--- config.mk ---
export PLATFORM = sky130hd
export DESIGN_NAME = pubkey_verify_validate
export DESIGN_NICKNAME = d
export VERILOG_FILES = /design/src/rtl/pubkey_verify_pkg.sv /design/src/rtl/pubkey_verify_validate.sv /design/src/rtl/byte_walker.sv
export SDC_FILE = /design/constraint.sdc
export NUM_CORES = 2
export LEC_CHECK = 0
export BUFFER_PORTS_ARGS = -buffer_cell sky130_fd_sc_hd__buf_2
export CAP_MARGIN = 10
export CELL_PAD_IN_SITES_DETAIL_PLACEMENT = 0
export CELL_PAD_IN_SITES_GLOBAL_PLACEMENT = 1
export CORE_AREA = 2 2 464 466
export DETAILED_ROUTE_END_ITERATION = 16
export DIE_AREA = 0 0 466 468
export PLACE_DENSITY_LB_ADDON = 0.08
export SETUP_SLACK_MARGIN = 0.15
export SYNTH_ARGS = -nofsm -noshare
export SYNTH_HDL_FRONTEND = slang
export SYNTH_SLANG_ARGS = --single-unit
--- constraint.sdc ---
create_clock -name clk -period 3.6 [get_ports clk]
set_input_delay 0 -clock clk [delete_from_list [all_inputs] [get_ports clk]]
set_output_delay 0 -clock clk [all_outputs]
set_load 0.01 [all_outputs]
--- src/rtl/pubkey_verify_pkg.sv ---
// Function
// - MAC input opens with IO protection key
// - Scratch message second, lower digest nonce third
// - Digest buffer: message low half, nonce high
// - Then R, S, opcode, mode, parameter LSB-first
// - Validity change only for internal key slots
// - Policy-bound keys need validation before verify use
// - Validity kept in slot byte 0 upper nibble
// - Opcode 45, validate mode 03, invalidate 07
// - Extra byte 17 bit 0 must match mode bit 2
// - Signed message interleaves extra and serial bytes
// - Answer 00 verified, 01 mismatch, else error
// - Success writes nibble 5 validate, A invalidate
// - Shipped slot 14 holds validated key
package pubkey_verify_pkg;
  // Command codes
  localparam logic [7:0] OPC_VERIFY = 8'h45;
  localparam logic [7:0] MODE_STORED_TK = 8'h00;
  localparam logic [7:0] MODE_STORED_DB = 8'h20;
  localparam logic [7:0] MODE_STORED_TK_MAC = 8'h80;
  localparam logic [7:0] MODE_STORED_DB_MAC = 8'ha0;
  localparam logic [7:0] MODE_VALIDATE = 8'h03;
  localparam logic [7:0] MODE_INVALIDATE = 8'h07;
  localparam int MODE_INV_BIT = 2;
  localparam int MODE_DB_BIT = 5;
  localparam int MODE_MAC_BIT = 7;
  // Response codes
  localparam logic [7:0] RESP_OK = 8'h00;
  localparam logic [7:0] RESP_MISMATCH = 8'h01;
  localparam logic [7:0] RESP_ERROR = 8'h0f;
  // Validity nibble codes and slots
  localparam logic [3:0] NIB_VALID = 4'h5;
  localparam logic [3:0] NIB_INVALID = 4'ha;
  localparam int SLOT_COUNT = 16;
  localparam logic [3:0] SHIPPED_SLOT = 4'he;
  localparam logic [11:0] KEYID_HIGH_ZERO = 12'h000;
  // Data field layout (signature R, S, then extra message bytes)
  localparam logic [6:0] SIG_BYTES = 7'h40;
  localparam logic [6:0] DATA_BYTES = 7'h53;
  localparam logic [6:0] EXTRA_FLAG_AT = 7'h51;
  localparam logic [7:0] EXTRA_BASE = 8'h40;
  // Signed message layout, byte positions
  localparam logic [7:0] MSG_LEN = 8'h37;
  localparam logic [7:0] MSG_OPC_AT = 8'h20;
  localparam logic [7:0] MSG_X0_AT = 8'h21;
  localparam logic [7:0] MSG_SN8_AT = 8'h2b;
  localparam logic [7:0] MSG_X10_AT = 8'h2c;
  localparam logic [7:0] MSG_SN0_AT = 8'h30;
  localparam logic [7:0] MSG_SN1_AT = 8'h31;
  localparam logic [7:0] MSG_X14_AT = 8'h32;
  localparam logic [7:0] X10_OFS = 8'h0a;
  localparam logic [7:0] X14_OFS = 8'h0e;
  // MAC input layout, byte positions
  localparam logic [7:0] MAC_LEN = 8'ha4;
  localparam logic [7:0] MAC_MSG_AT = 8'h20;
  localparam logic [7:0] MAC_NONCE_AT = 8'h40;
  localparam logic [7:0] MAC_R_AT = 8'h60;
  localparam logic [7:0] MAC_OPC_AT = 8'ha0;
  localparam logic [7:0] MAC_MODE_AT = 8'ha1;
  localparam logic [7:0] MAC_P2L_AT = 8'ha2;
endpackage : pubkey_verify_pkg

--- src/rtl/pubkey_verify_validate.sv ---
`timescale 1ns/1ns
// Command interpreter for stored-key verify and key validate/invalidate
module pubkey_verify_validate #(
  parameter logic [7:0] SIGN_OPCODE = 8'h00, // Opcode byte placed in the signed message
  parameter logic [7:0] SERIAL_BYTE8 = 8'h5a, // Arbitrary value
  parameter logic [7:0] SERIAL_BYTE0 = 8'h3c, // Arbitrary value
  parameter logic [7:0] SERIAL_BYTE1 = 8'h7e // Arbitrary value
) (
  input wire logic clk,
  input wire logic resetn,
  input wire logic cmdGo,
  input wire logic [7:0] cmdOpcode,
  input wire logic [7:0] cmdMode,
  input wire logic [15:0] cmdParam2,
  input wire logic dataValid,
  input wire logic [7:0] dataByte,
  output logic cmdReady,
  input wire logic [255:0] ioKey,
  input wire logic [255:0] scratchKey,
  input wire logic [511:0] digestBuf,
  input wire logic [15:0] slotIsPubKey,
  input wire logic [15:0] slotNeedsValid,
  output logic outValid,
  output logic [7:0] outByte,
  output logic outLast,
  output logic outIsMac,
  input wire logic outReady,
  output logic engStart,
  output logic engFromStream,
  output logic engUseDigest,
  input wire logic engDone,
  input wire logic engOk,
  output logic slotWrite,
  output logic [3:0] slotWriteIdx,
  output logic [3:0] slotWriteNibble,
  output logic [63:0] slotNibbles,
  output logic respValid,
  output logic [7:0] respCode
);
  typedef enum logic [5:0] {
    ST_IDLE = 6'h01,
    ST_CHECK = 6'h02,
    ST_STREAM = 6'h04,
    ST_WAIT = 6'h08,
    ST_MACS = 6'h10,
    ST_RESP = 6'h20
  } state_t;

  state_t state_q; // Command sequencer state
  logic [7:0] opcode_q; // Latched command opcode
  logic [7:0] mode_q; // Latched mode byte
  logic [15:0] second_parameter_word_q; // Latched second parameter word
  logic [7:0] dataMem_q [0:82]; // Signature R, S and extra message bytes
  logic [6:0] dataCnt_q; // Data bytes received so far
  logic [3:0] nibble_q [0:pubkey_verify_pkg::SLOT_COUNT-1]; // Shadow of each slot's validity nibble
  logic macPhase_q; // Stream carries MAC input, not the signed message
  logic [7:0] respCode_q; // Answer held for the response cycle
  logic slotWrite_q; // One-cycle slot write strobe
  logic [3:0] slotWriteIdx_q; // Slot being written
  logic [3:0] slotWriteNibble_q; // Nibble being written
  logic [3:0] slot; // Slot addressed by the key identifier
  logic isValidate; // Validate or invalidate request
  logic isStored; // Plain stored-key verify request
  logic checkErr; // Command refused before any engine work
  logic walkStart; // Launch a byte walk
  logic [7:0] walkLen; // Length of that walk
  logic [7:0] walkIdx; // Byte position on the stream
  logic walkLast; // Last byte of the walk
  logic walkDone; // Last byte accepted
  logic [7:0] dataIdx; // Data memory index for the current byte
  logic [7:0] selByte; // Byte presented on the stream

  assign slot = second_parameter_word_q[3:0];
  assign isValidate = (mode_q == pubkey_verify_pkg::MODE_VALIDATE) ||
                      (mode_q == pubkey_verify_pkg::MODE_INVALIDATE);
  assign isStored = (mode_q == pubkey_verify_pkg::MODE_STORED_TK) ||
                    (mode_q == pubkey_verify_pkg::MODE_STORED_DB) ||
                    (mode_q == pubkey_verify_pkg::MODE_STORED_TK_MAC) ||
                    (mode_q == pubkey_verify_pkg::MODE_STORED_DB_MAC);

  // Refusal checks; all failures share one code distinct from 00 and 01
  always_comb begin
    checkErr = (opcode_q != pubkey_verify_pkg::OPC_VERIFY) || !(isValidate || isStored) ||
               (second_parameter_word_q[15:4] != pubkey_verify_pkg::KEYID_HIGH_ZERO) ||
               !slotIsPubKey[slot];
    if (isValidate) begin
      // Only policy-bound keys take part; short data or flag mismatch is an error
      checkErr = checkErr || !slotNeedsValid[slot] ||
                 (dataCnt_q != pubkey_verify_pkg::DATA_BYTES) ||
                 (dataMem_q[pubkey_verify_pkg::EXTRA_FLAG_AT][0] !=
                  mode_q[pubkey_verify_pkg::MODE_INV_BIT]);
    end else if (isStored) begin
      // A policy-bound key that is not validated cannot be used
      checkErr = checkErr || (dataCnt_q < pubkey_verify_pkg::SIG_BYTES) ||
                 (slotNeedsValid[slot] && nibble_q[slot] != pubkey_verify_pkg::NIB_VALID);
    end
  end

  // Command sequencer
  always_ff @(posedge clk) begin
    if (!resetn) begin
      state_q <= ST_IDLE;
    end else begin
      case (state_q)
        ST_IDLE: if (cmdGo) state_q <= ST_CHECK;
        ST_CHECK: begin
          if (checkErr) state_q <= ST_RESP;
          else if (isValidate) state_q <= ST_STREAM;
          else state_q <= ST_WAIT;
        end
        ST_STREAM: if (walkDone) state_q <= ST_WAIT;
        ST_WAIT: begin
          if (engDone && engOk && isStored && mode_q[pubkey_verify_pkg::MODE_MAC_BIT]) begin
            state_q <= ST_MACS;
          end else if (engDone) begin
            state_q <= ST_RESP;
          end
        end
        ST_MACS: if (walkDone) state_q <= ST_RESP;
        ST_RESP: state_q <= ST_IDLE;
        default: state_q <= ST_IDLE;
      endcase
    end
  end

  // Command fields are taken only while idle
  always_ff @(posedge clk) begin
    if (!resetn) begin
      opcode_q <= 8'h00;
      mode_q <= 8'h00;
      second_parameter_word_q <= 16'h0000;
    end else if (state_q == ST_IDLE && cmdGo) begin
      opcode_q <= cmdOpcode;
      mode_q <= cmdMode;
      second_parameter_word_q <= cmdParam2;
    end
  end

  // Data field fill; bytes past the field size are dropped, count saturates
  always_ff @(posedge clk) begin
    if (!resetn) begin
      dataCnt_q <= 7'h00;
    end else if (state_q == ST_RESP) begin
      dataCnt_q <= 7'h00;
    end else if (state_q == ST_IDLE && dataValid && dataCnt_q < pubkey_verify_pkg::DATA_BYTES) begin
      dataMem_q[dataCnt_q] <= dataByte;
      dataCnt_q <= 7'(dataCnt_q + 7'h01);
    end
  end

  // Walk launch: message before the engine, MAC input after a good verify
  assign walkStart = (state_q == ST_CHECK && !checkErr && isValidate) ||
                     (state_q == ST_WAIT && engDone && engOk && isStored &&
                      mode_q[pubkey_verify_pkg::MODE_MAC_BIT]);
  assign walkLen = isValidate ? pubkey_verify_pkg::MSG_LEN : pubkey_verify_pkg::MAC_LEN;

  always_ff @(posedge clk) begin
    if (!resetn) begin
      macPhase_q <= 1'b0;
    end else if (walkStart) begin
      macPhase_q <= !isValidate;
    end
  end

  byte_walker walker (
    .clk(clk),
    .resetn(resetn),
    .start(walkStart),
    .len(walkLen),
    .ready(outReady),
    .idx(walkIdx),
    .valid(outValid),
    .last(walkLast),
    .done(walkDone)
  );

  // Byte selection for both layouts; serial bytes are fixed fill
  always_comb begin
    dataIdx = 8'h00;
    selByte = 8'h00;
    if (!macPhase_q) begin
      if (walkIdx < pubkey_verify_pkg::MSG_OPC_AT) begin
        selByte = scratchKey[{walkIdx[4:0], 3'b000} +: 8];
      end else if (walkIdx == pubkey_verify_pkg::MSG_OPC_AT) begin
        selByte = SIGN_OPCODE;
      end else if (walkIdx < pubkey_verify_pkg::MSG_SN8_AT) begin
        dataIdx = 8'(walkIdx - pubkey_verify_pkg::MSG_X0_AT + pubkey_verify_pkg::EXTRA_BASE);
        selByte = dataMem_q[dataIdx[6:0]];
      end else if (walkIdx == pubkey_verify_pkg::MSG_SN8_AT) begin
        selByte = SERIAL_BYTE8;
      end else if (walkIdx < pubkey_verify_pkg::MSG_SN0_AT) begin
        dataIdx = 8'(walkIdx - pubkey_verify_pkg::MSG_X10_AT + pubkey_verify_pkg::X10_OFS +
                     pubkey_verify_pkg::EXTRA_BASE);
        selByte = dataMem_q[dataIdx[6:0]];
      end else if (walkIdx == pubkey_verify_pkg::MSG_SN0_AT) begin
        selByte = SERIAL_BYTE0;
      end else if (walkIdx == pubkey_verify_pkg::MSG_SN1_AT) begin
        selByte = SERIAL_BYTE1;
      end else begin
        dataIdx = 8'(walkIdx - pubkey_verify_pkg::MSG_X14_AT + pubkey_verify_pkg::X14_OFS +
                     pubkey_verify_pkg::EXTRA_BASE);
        selByte = dataMem_q[dataIdx[6:0]];
      end
    end else begin
      if (walkIdx < pubkey_verify_pkg::MAC_MSG_AT) begin
        selByte = ioKey[{walkIdx[4:0], 3'b000} +: 8];
      end else if (walkIdx < pubkey_verify_pkg::MAC_NONCE_AT) begin
        // Message: digest buffer lower half, or the scratch key register
        selByte = mode_q[pubkey_verify_pkg::MODE_DB_BIT] ?
                  digestBuf[{1'b0, walkIdx[4:0], 3'b000} +: 8] :
                  scratchKey[{walkIdx[4:0], 3'b000} +: 8];
      end else if (walkIdx < pubkey_verify_pkg::MAC_R_AT) begin
        // Nonce sits in whichever half of the digest buffer the message left free
        selByte = digestBuf[{mode_q[pubkey_verify_pkg::MODE_DB_BIT], walkIdx[4:0], 3'b000} +: 8];
      end else if (walkIdx < pubkey_verify_pkg::MAC_OPC_AT) begin
        dataIdx = 8'(walkIdx - pubkey_verify_pkg::MAC_R_AT);
        selByte = dataMem_q[dataIdx[6:0]];
      end else if (walkIdx == pubkey_verify_pkg::MAC_OPC_AT) begin
        selByte = opcode_q;
      end else if (walkIdx == pubkey_verify_pkg::MAC_MODE_AT) begin
        selByte = mode_q;
      end else if (walkIdx == pubkey_verify_pkg::MAC_P2L_AT) begin
        selByte = second_parameter_word_q[7:0];
      end else begin
        selByte = second_parameter_word_q[15:8];
      end
    end
  end

  // Answer code chosen when the outcome is known
  always_ff @(posedge clk) begin
    if (!resetn) begin
      respCode_q <= pubkey_verify_pkg::RESP_OK;
    end else if (state_q == ST_CHECK && checkErr) begin
      respCode_q <= pubkey_verify_pkg::RESP_ERROR;
    end else if (state_q == ST_WAIT && engDone) begin
      respCode_q <= engOk ? pubkey_verify_pkg::RESP_OK : pubkey_verify_pkg::RESP_MISMATCH;
    end
  end

  // Validity shadow; written only after a verified validate or invalidate
  always_ff @(posedge clk) begin
    if (!resetn) begin
      for (int i = 0; i < pubkey_verify_pkg::SLOT_COUNT; i++) begin
        nibble_q[i] <= (4'(i) == pubkey_verify_pkg::SHIPPED_SLOT) ?
                       pubkey_verify_pkg::NIB_VALID : pubkey_verify_pkg::NIB_INVALID;
      end
      slotWrite_q <= 1'b0;
      slotWriteIdx_q <= 4'h0;
      slotWriteNibble_q <= 4'h0;
    end else begin
      slotWrite_q <= 1'b0;
      if (state_q == ST_WAIT && engDone && engOk && isValidate) begin
        nibble_q[slot] <= mode_q[pubkey_verify_pkg::MODE_INV_BIT] ?
                          pubkey_verify_pkg::NIB_INVALID : pubkey_verify_pkg::NIB_VALID;
        slotWrite_q <= 1'b1;
        slotWriteIdx_q <= slot;
        slotWriteNibble_q <= mode_q[pubkey_verify_pkg::MODE_INV_BIT] ?
                             pubkey_verify_pkg::NIB_INVALID : pubkey_verify_pkg::NIB_VALID;
      end
    end
  end

  // Outputs
  assign cmdReady = (state_q == ST_IDLE);
  assign outByte = selByte;
  assign outLast = walkLast;
  assign outIsMac = macPhase_q;
  assign engStart = (state_q == ST_CHECK && !checkErr && isStored) ||
                    (state_q == ST_STREAM && walkDone);
  assign engFromStream = isValidate;
  assign engUseDigest = mode_q[pubkey_verify_pkg::MODE_DB_BIT];
  assign slotWrite = slotWrite_q;
  assign slotWriteIdx = slotWriteIdx_q;
  assign slotWriteNibble = slotWriteNibble_q;
  assign respValid = (state_q == ST_RESP);
  assign respCode = respCode_q;
  for (genvar g = 0; g < pubkey_verify_pkg::SLOT_COUNT; g++) begin : g_nib
    assign slotNibbles[4*g +: 4] = nibble_q[g];
  end
endmodule : pubkey_verify_validate

--- src/rtl/byte_walker.sv ---
`timescale 1ns/1ns
// Walks a byte index from zero to len-1 under a valid/ready handshake
module byte_walker (
  input wire logic clk,
  input wire logic resetn,
  input wire logic start,
  input wire logic [7:0] len,
  input wire logic ready,
  output logic [7:0] idx,
  output logic valid,
  output logic last,
  output logic done
);
  logic busy_q; // Walk in progress
  logic [7:0] idx_q; // Current byte index
  logic [7:0] len_q; // Latched walk length

  assign idx = idx_q;
  assign valid = busy_q;
  assign last = (idx_q == 8'(len_q - 8'h01));
  assign done = busy_q && ready && last;

  // Busy flag: raised by start, dropped when the last byte is taken
  always_ff @(posedge clk) begin
    if (!resetn) begin
      busy_q <= 1'b0;
    end else if (start) begin
      busy_q <= 1'b1;
    end else if (done) begin
      busy_q <= 1'b0;
    end
  end

  // Index advances only on an accepted byte, so a stalled sink holds it
  always_ff @(posedge clk) begin
    if (!resetn) begin
      idx_q <= 8'h00;
      len_q <= 8'h00;
    end else if (start) begin
      idx_q <= 8'h00;
      len_q <= len;
    end else if (busy_q && ready && !last) begin
      idx_q <= 8'(idx_q + 8'h01);
    end
  end
endmodule : byte_walker

==> impl_metrics.py <==
metrics = {
    "sta": {
        "hold_viol_final": 0,
        "finalMaxSlewViolations": 0,
        "setup_viol": 8,
        "finalCritPeriodShare_pct": 118,
        "period_needed_ps": 4230,
        "timing.final.ws_setup_ps": -630,
        "worst_slew_pin_slew_ps": 1020,
        "slew-limit-headroom_pct": 31.7,
        "finClkSkew_ps": 50.4,
        "max_freq_mhz": 236,
        "rsz0062_at_grt": "true",
    },
    "synth": {
        "yosys_warnings": 0,
        "ys_seq_area_share_pct": 41.9,
        "synth_top_area_share_pct": 39.3,
        "async_flop_share_pct": 0,
        "synth_commonest_cells": "mux4_2 (797), edfxtp_1 (696), nand2_1 (345)",
        "synth_area_leader_cell": "edfxtp_1",
        "synth_top_flop_cell": "edfxtp_1",
        "syn_inst": 3497,
        "syn_avg_cell_area_sq_um": 15.2,
        "synth_seq_cells": 766,
        "synth.most_common_cell": "mux4_2",
        "ys_types": 96,
        "syn-cell-area_sq_um": 53200,
        "synth_area_leaders": "edfxtp_1 (39%), mux4_2 (34%), mux2i_1 (3.3%)",
        "synth_edf_count": 696,
    },
    "global_routing": {
        "grt_use_total_pct": 29.2,
        "grt_pass1_vias": 45100,
        "top_usage_layer": "met2",
        "antenna_found_initial": 71,
        "grt_pass1_wl_um": 427000,
        "grt_use_met3_pct": 5.96,
        "use_met1_pct": 39.9,
        "use_met2_pct": 46.5,
        "grt_max_degree": 84,
        "overflow": 0,
    },
    "run": {
        "drv_cap": 0,
    },
    "power": {
        "p_seq_share_pct": 45.1,
        "p_per_area_nw_per_um2": 299,
        "power_frac_clock_pct": 45.0,
        "pwr-share-comb_pct": 9.9,
        "intPower_mw": 16.4,
        "irDropWorstVdd_v": 0.000336,
        "switching_share_pct": 25.1,
        "power.switching_mw": 5.50,
        "power_leakage_nw": 26.2,
    },
    "die": {
        "die_h_um": 468,
        "die-area_sq_um": 218000,
        "boundaryPins": 1200,
        "die_w_um": 466,
        "fp-row-count": 170,
        "core_sq_um": 213000,
        "start_util_pct": 25.0,
    },
    "worst_setup_path": {
        "critPathTopFamily": "multiplexers",
        "crit_type": "flop to output port",
        "crit_buf_inv": 6,
        "rr_worst_depth": 8,
        "startpoint": "walker.idx[0]",
        "crit_path_end": "outByte[4]",
        "required_ps": 3600,
        "crit_arrival_ps": 4230,
        "path_cells": "buf_12, buf_16, buf_16, buf_4, mux4_2, mux4_2, nand2_2, o311ai_4, o31a_1, o22ai_2, a21oi_4, a2bb2oi_4, buf_4, buf_2",
        "r2r_end": "state_q[3]",
        "crit_fanout": 7,
        "crit_cells": 14,
        "end_kind": "output port",
        "rrSetupSlack_ps": 320,
        "slowest_delay_ps": 580,
        "crit_path_top_delay_cell": "mux4_2",
        "start_kind": "flop",
    },
    "routing": {
        "antenna_left": 0,
        "drt_first_pass_iters": 5,
        "wire_per_inst_um": 39.9,
        "via_per_inst": 5.53,
        "vias": 45600,
        "drt_iter0_drc": 5121,
        "drc": 0,
        "routed_wl_um": 329000,
    },
    "cts": {
        "cts_root_buf": "clkbuf_16",
        "cts_tree": "done",
        "cts_made_buffers": 96,
        "clk_path_buf_depth": 3,
        "clkLatencyLatePin_ps": 760,
        "cts_sinks": 766,
        "cts.htree.levels": 3,
        "cts.clk_slew.worst_paths_ps": 60,
    },
    "cells_and_area": {
        "stdcell_count": 8245,
        "area_growth_syn_to_layout_pct": 37.8,
        "drive_above_1_share_pct": 58.8,
        "nFillCells": 21200,
        "final_nets": 6404,
    },
    "place": {
        "dp_hpwl_um": 259000,
        "place_ws_ps": -848,
        "portBuffers": 1195,
        "gp_congestion": 0.968,
        "dp_cells": 7838,
    },
    "hold_path": {
        "timing.hold.worst.class": "input pin to flop",
    },
    "status": {
        "violations": "negative setup slack",
        "status": "finished, violations left",
    },
}
-- stage by stage --
stage | total power [mW] | hold slack, ps | utilization (%) | setup TNS, ps | cell area (sq um)
2_1_floorplan | 10.7 | 98.9 | - | 0 | 53400
3_3_place_gp | 12.1 | 246 | 31.2 | -3050 | 66500
3_5_place_dp | 12.1 | 253 | 31.2 | -2130 | 66500
4_1_cts | 22.1 | 37.2 | 34.1 | -4660 | 72700
5_1_grt | 22.6 | 74.5 | 34.4 | -5100 | 73300
6_report | 21.9 | 52.0 | 34.4 | -4410 | 73400
-- kinds of logic after synthesis --
group / share of synthesized area, %
multiplexers: 39.3
AND/OR/NAND/NOR: 6.68
flip-flops: 41.9
AO/OA/AOI/OAI: 5.86
buffers and inverters: 5.22
XOR/XNOR: 0.656
adder cells (fa/ha/maj): 0.423
other: 0.00704
-- final cells by class --
type,instances,area [sq um],area share [%]
Tap cell,2838,3550,4.84
Clock buffer,112,2470,3.37
Clock inverter,66,704,0.960
Timing Repair Buffer,2051,14800,20.2
Sequential cell,766,22300,30.4
Multi-Input combinational cell,2328,29200,39.8
Inverter,40,161,0.220
Antenna cell,44,110,0.150
-- worst min-delay path by stage --
| stage | start | to | slack, ps | cells after the start |
|---|---|---|---|---|
| final | dataByte[6] | dataMem_q[79][6] | 50 | 2 |
| after global routing | dataByte[6] | dataMem_q[79][6] | 70 | 2 |
| after CTS | dataByte[6] | dataMem_q[68][6] | 40 | 2 |
| after detailed placement | cmdParam2[12] | second_parameter_word_q[12] | 250 | 3 |
| after global placement | cmdParam2[4] | second_parameter_word_q[4] | 250 | 3 |
| after floorplan | dataByte[0] | dataMem_q[0][0] | 100 | 0 |
-- power by group through the flow --
stage / Clock [mW] / Combinational [mW] / Sequential, mW
floorplan: 0 / 0.648 / 10.0
global placement: 0 / 2.04 / 10.1
detailed placement: 0 / 2.04 / 10.1
CTS: 10.1 / 2.15 / 9.89
global route: 10.4 / 2.26 / 9.90
finish: 9.86 / 2.17 / 9.89
-- cells in the final DEF, fill, tap and decap left out, types with 13 or more instances in the layout --
cell type,instances
a31oi_1,22
o21ai_0,54
buf_8,14
dlygate4sd3_1,58
clkinv_2,15
nor3_1,26
diode_2,44
a221oi_1,13
mux2_2,16
nor2_1,171
a21oi_1,108
inv_1,33
a22oi_1,19
nand4_1,20
buf_6,46
nand3_1,79
buf_16,25
mux4_2,805
buf_12,100
nand2_2,14
and2_1,15
nand2_1,329
o211ai_1,35
buf_2,1189
xnor2_1,21
clkbuf_1,15
buf_4,608
mux2i_1,160
clkinv_1,19
mux4_1,30
a211oi_1,18
dfxtp_1,62
edfxtp_1,696
clkbuf_16,99
-- per-layer routing --
layer  part of all wire, %  vias up
met3                   7.5      363
li1                      -    18400
met1                    42    24500
met4                   3.4       14
met2                    47     2327
met5                 0.028        -
-- state kept, by name (all words and copies together) (netlist names), named ones only --
name / flops
state_q: 6
respCode: 2
walker.idx: 8
opcode_q: 8
slotWriteNibble: 2
walker.valid: 1
walker.len_q: 3
slotWriteIdx: 4
slotWrite: 1
dataMem_q: 664
nibble_q: 32
mode_q: 8
dataCnt_q: 7
second_parameter_word_q: 16
-- repair_timing --
action                                 CTS  global route
hold buffers                            58             0
buffers inserted                        89            19
pin swaps                               48            25
endpoints found under the hold margin  395             0
gates cloned                            16             3
gates resized for setup                258            60
setup endpoints to repair                9             9
Power figures use the tool's default switching activity.
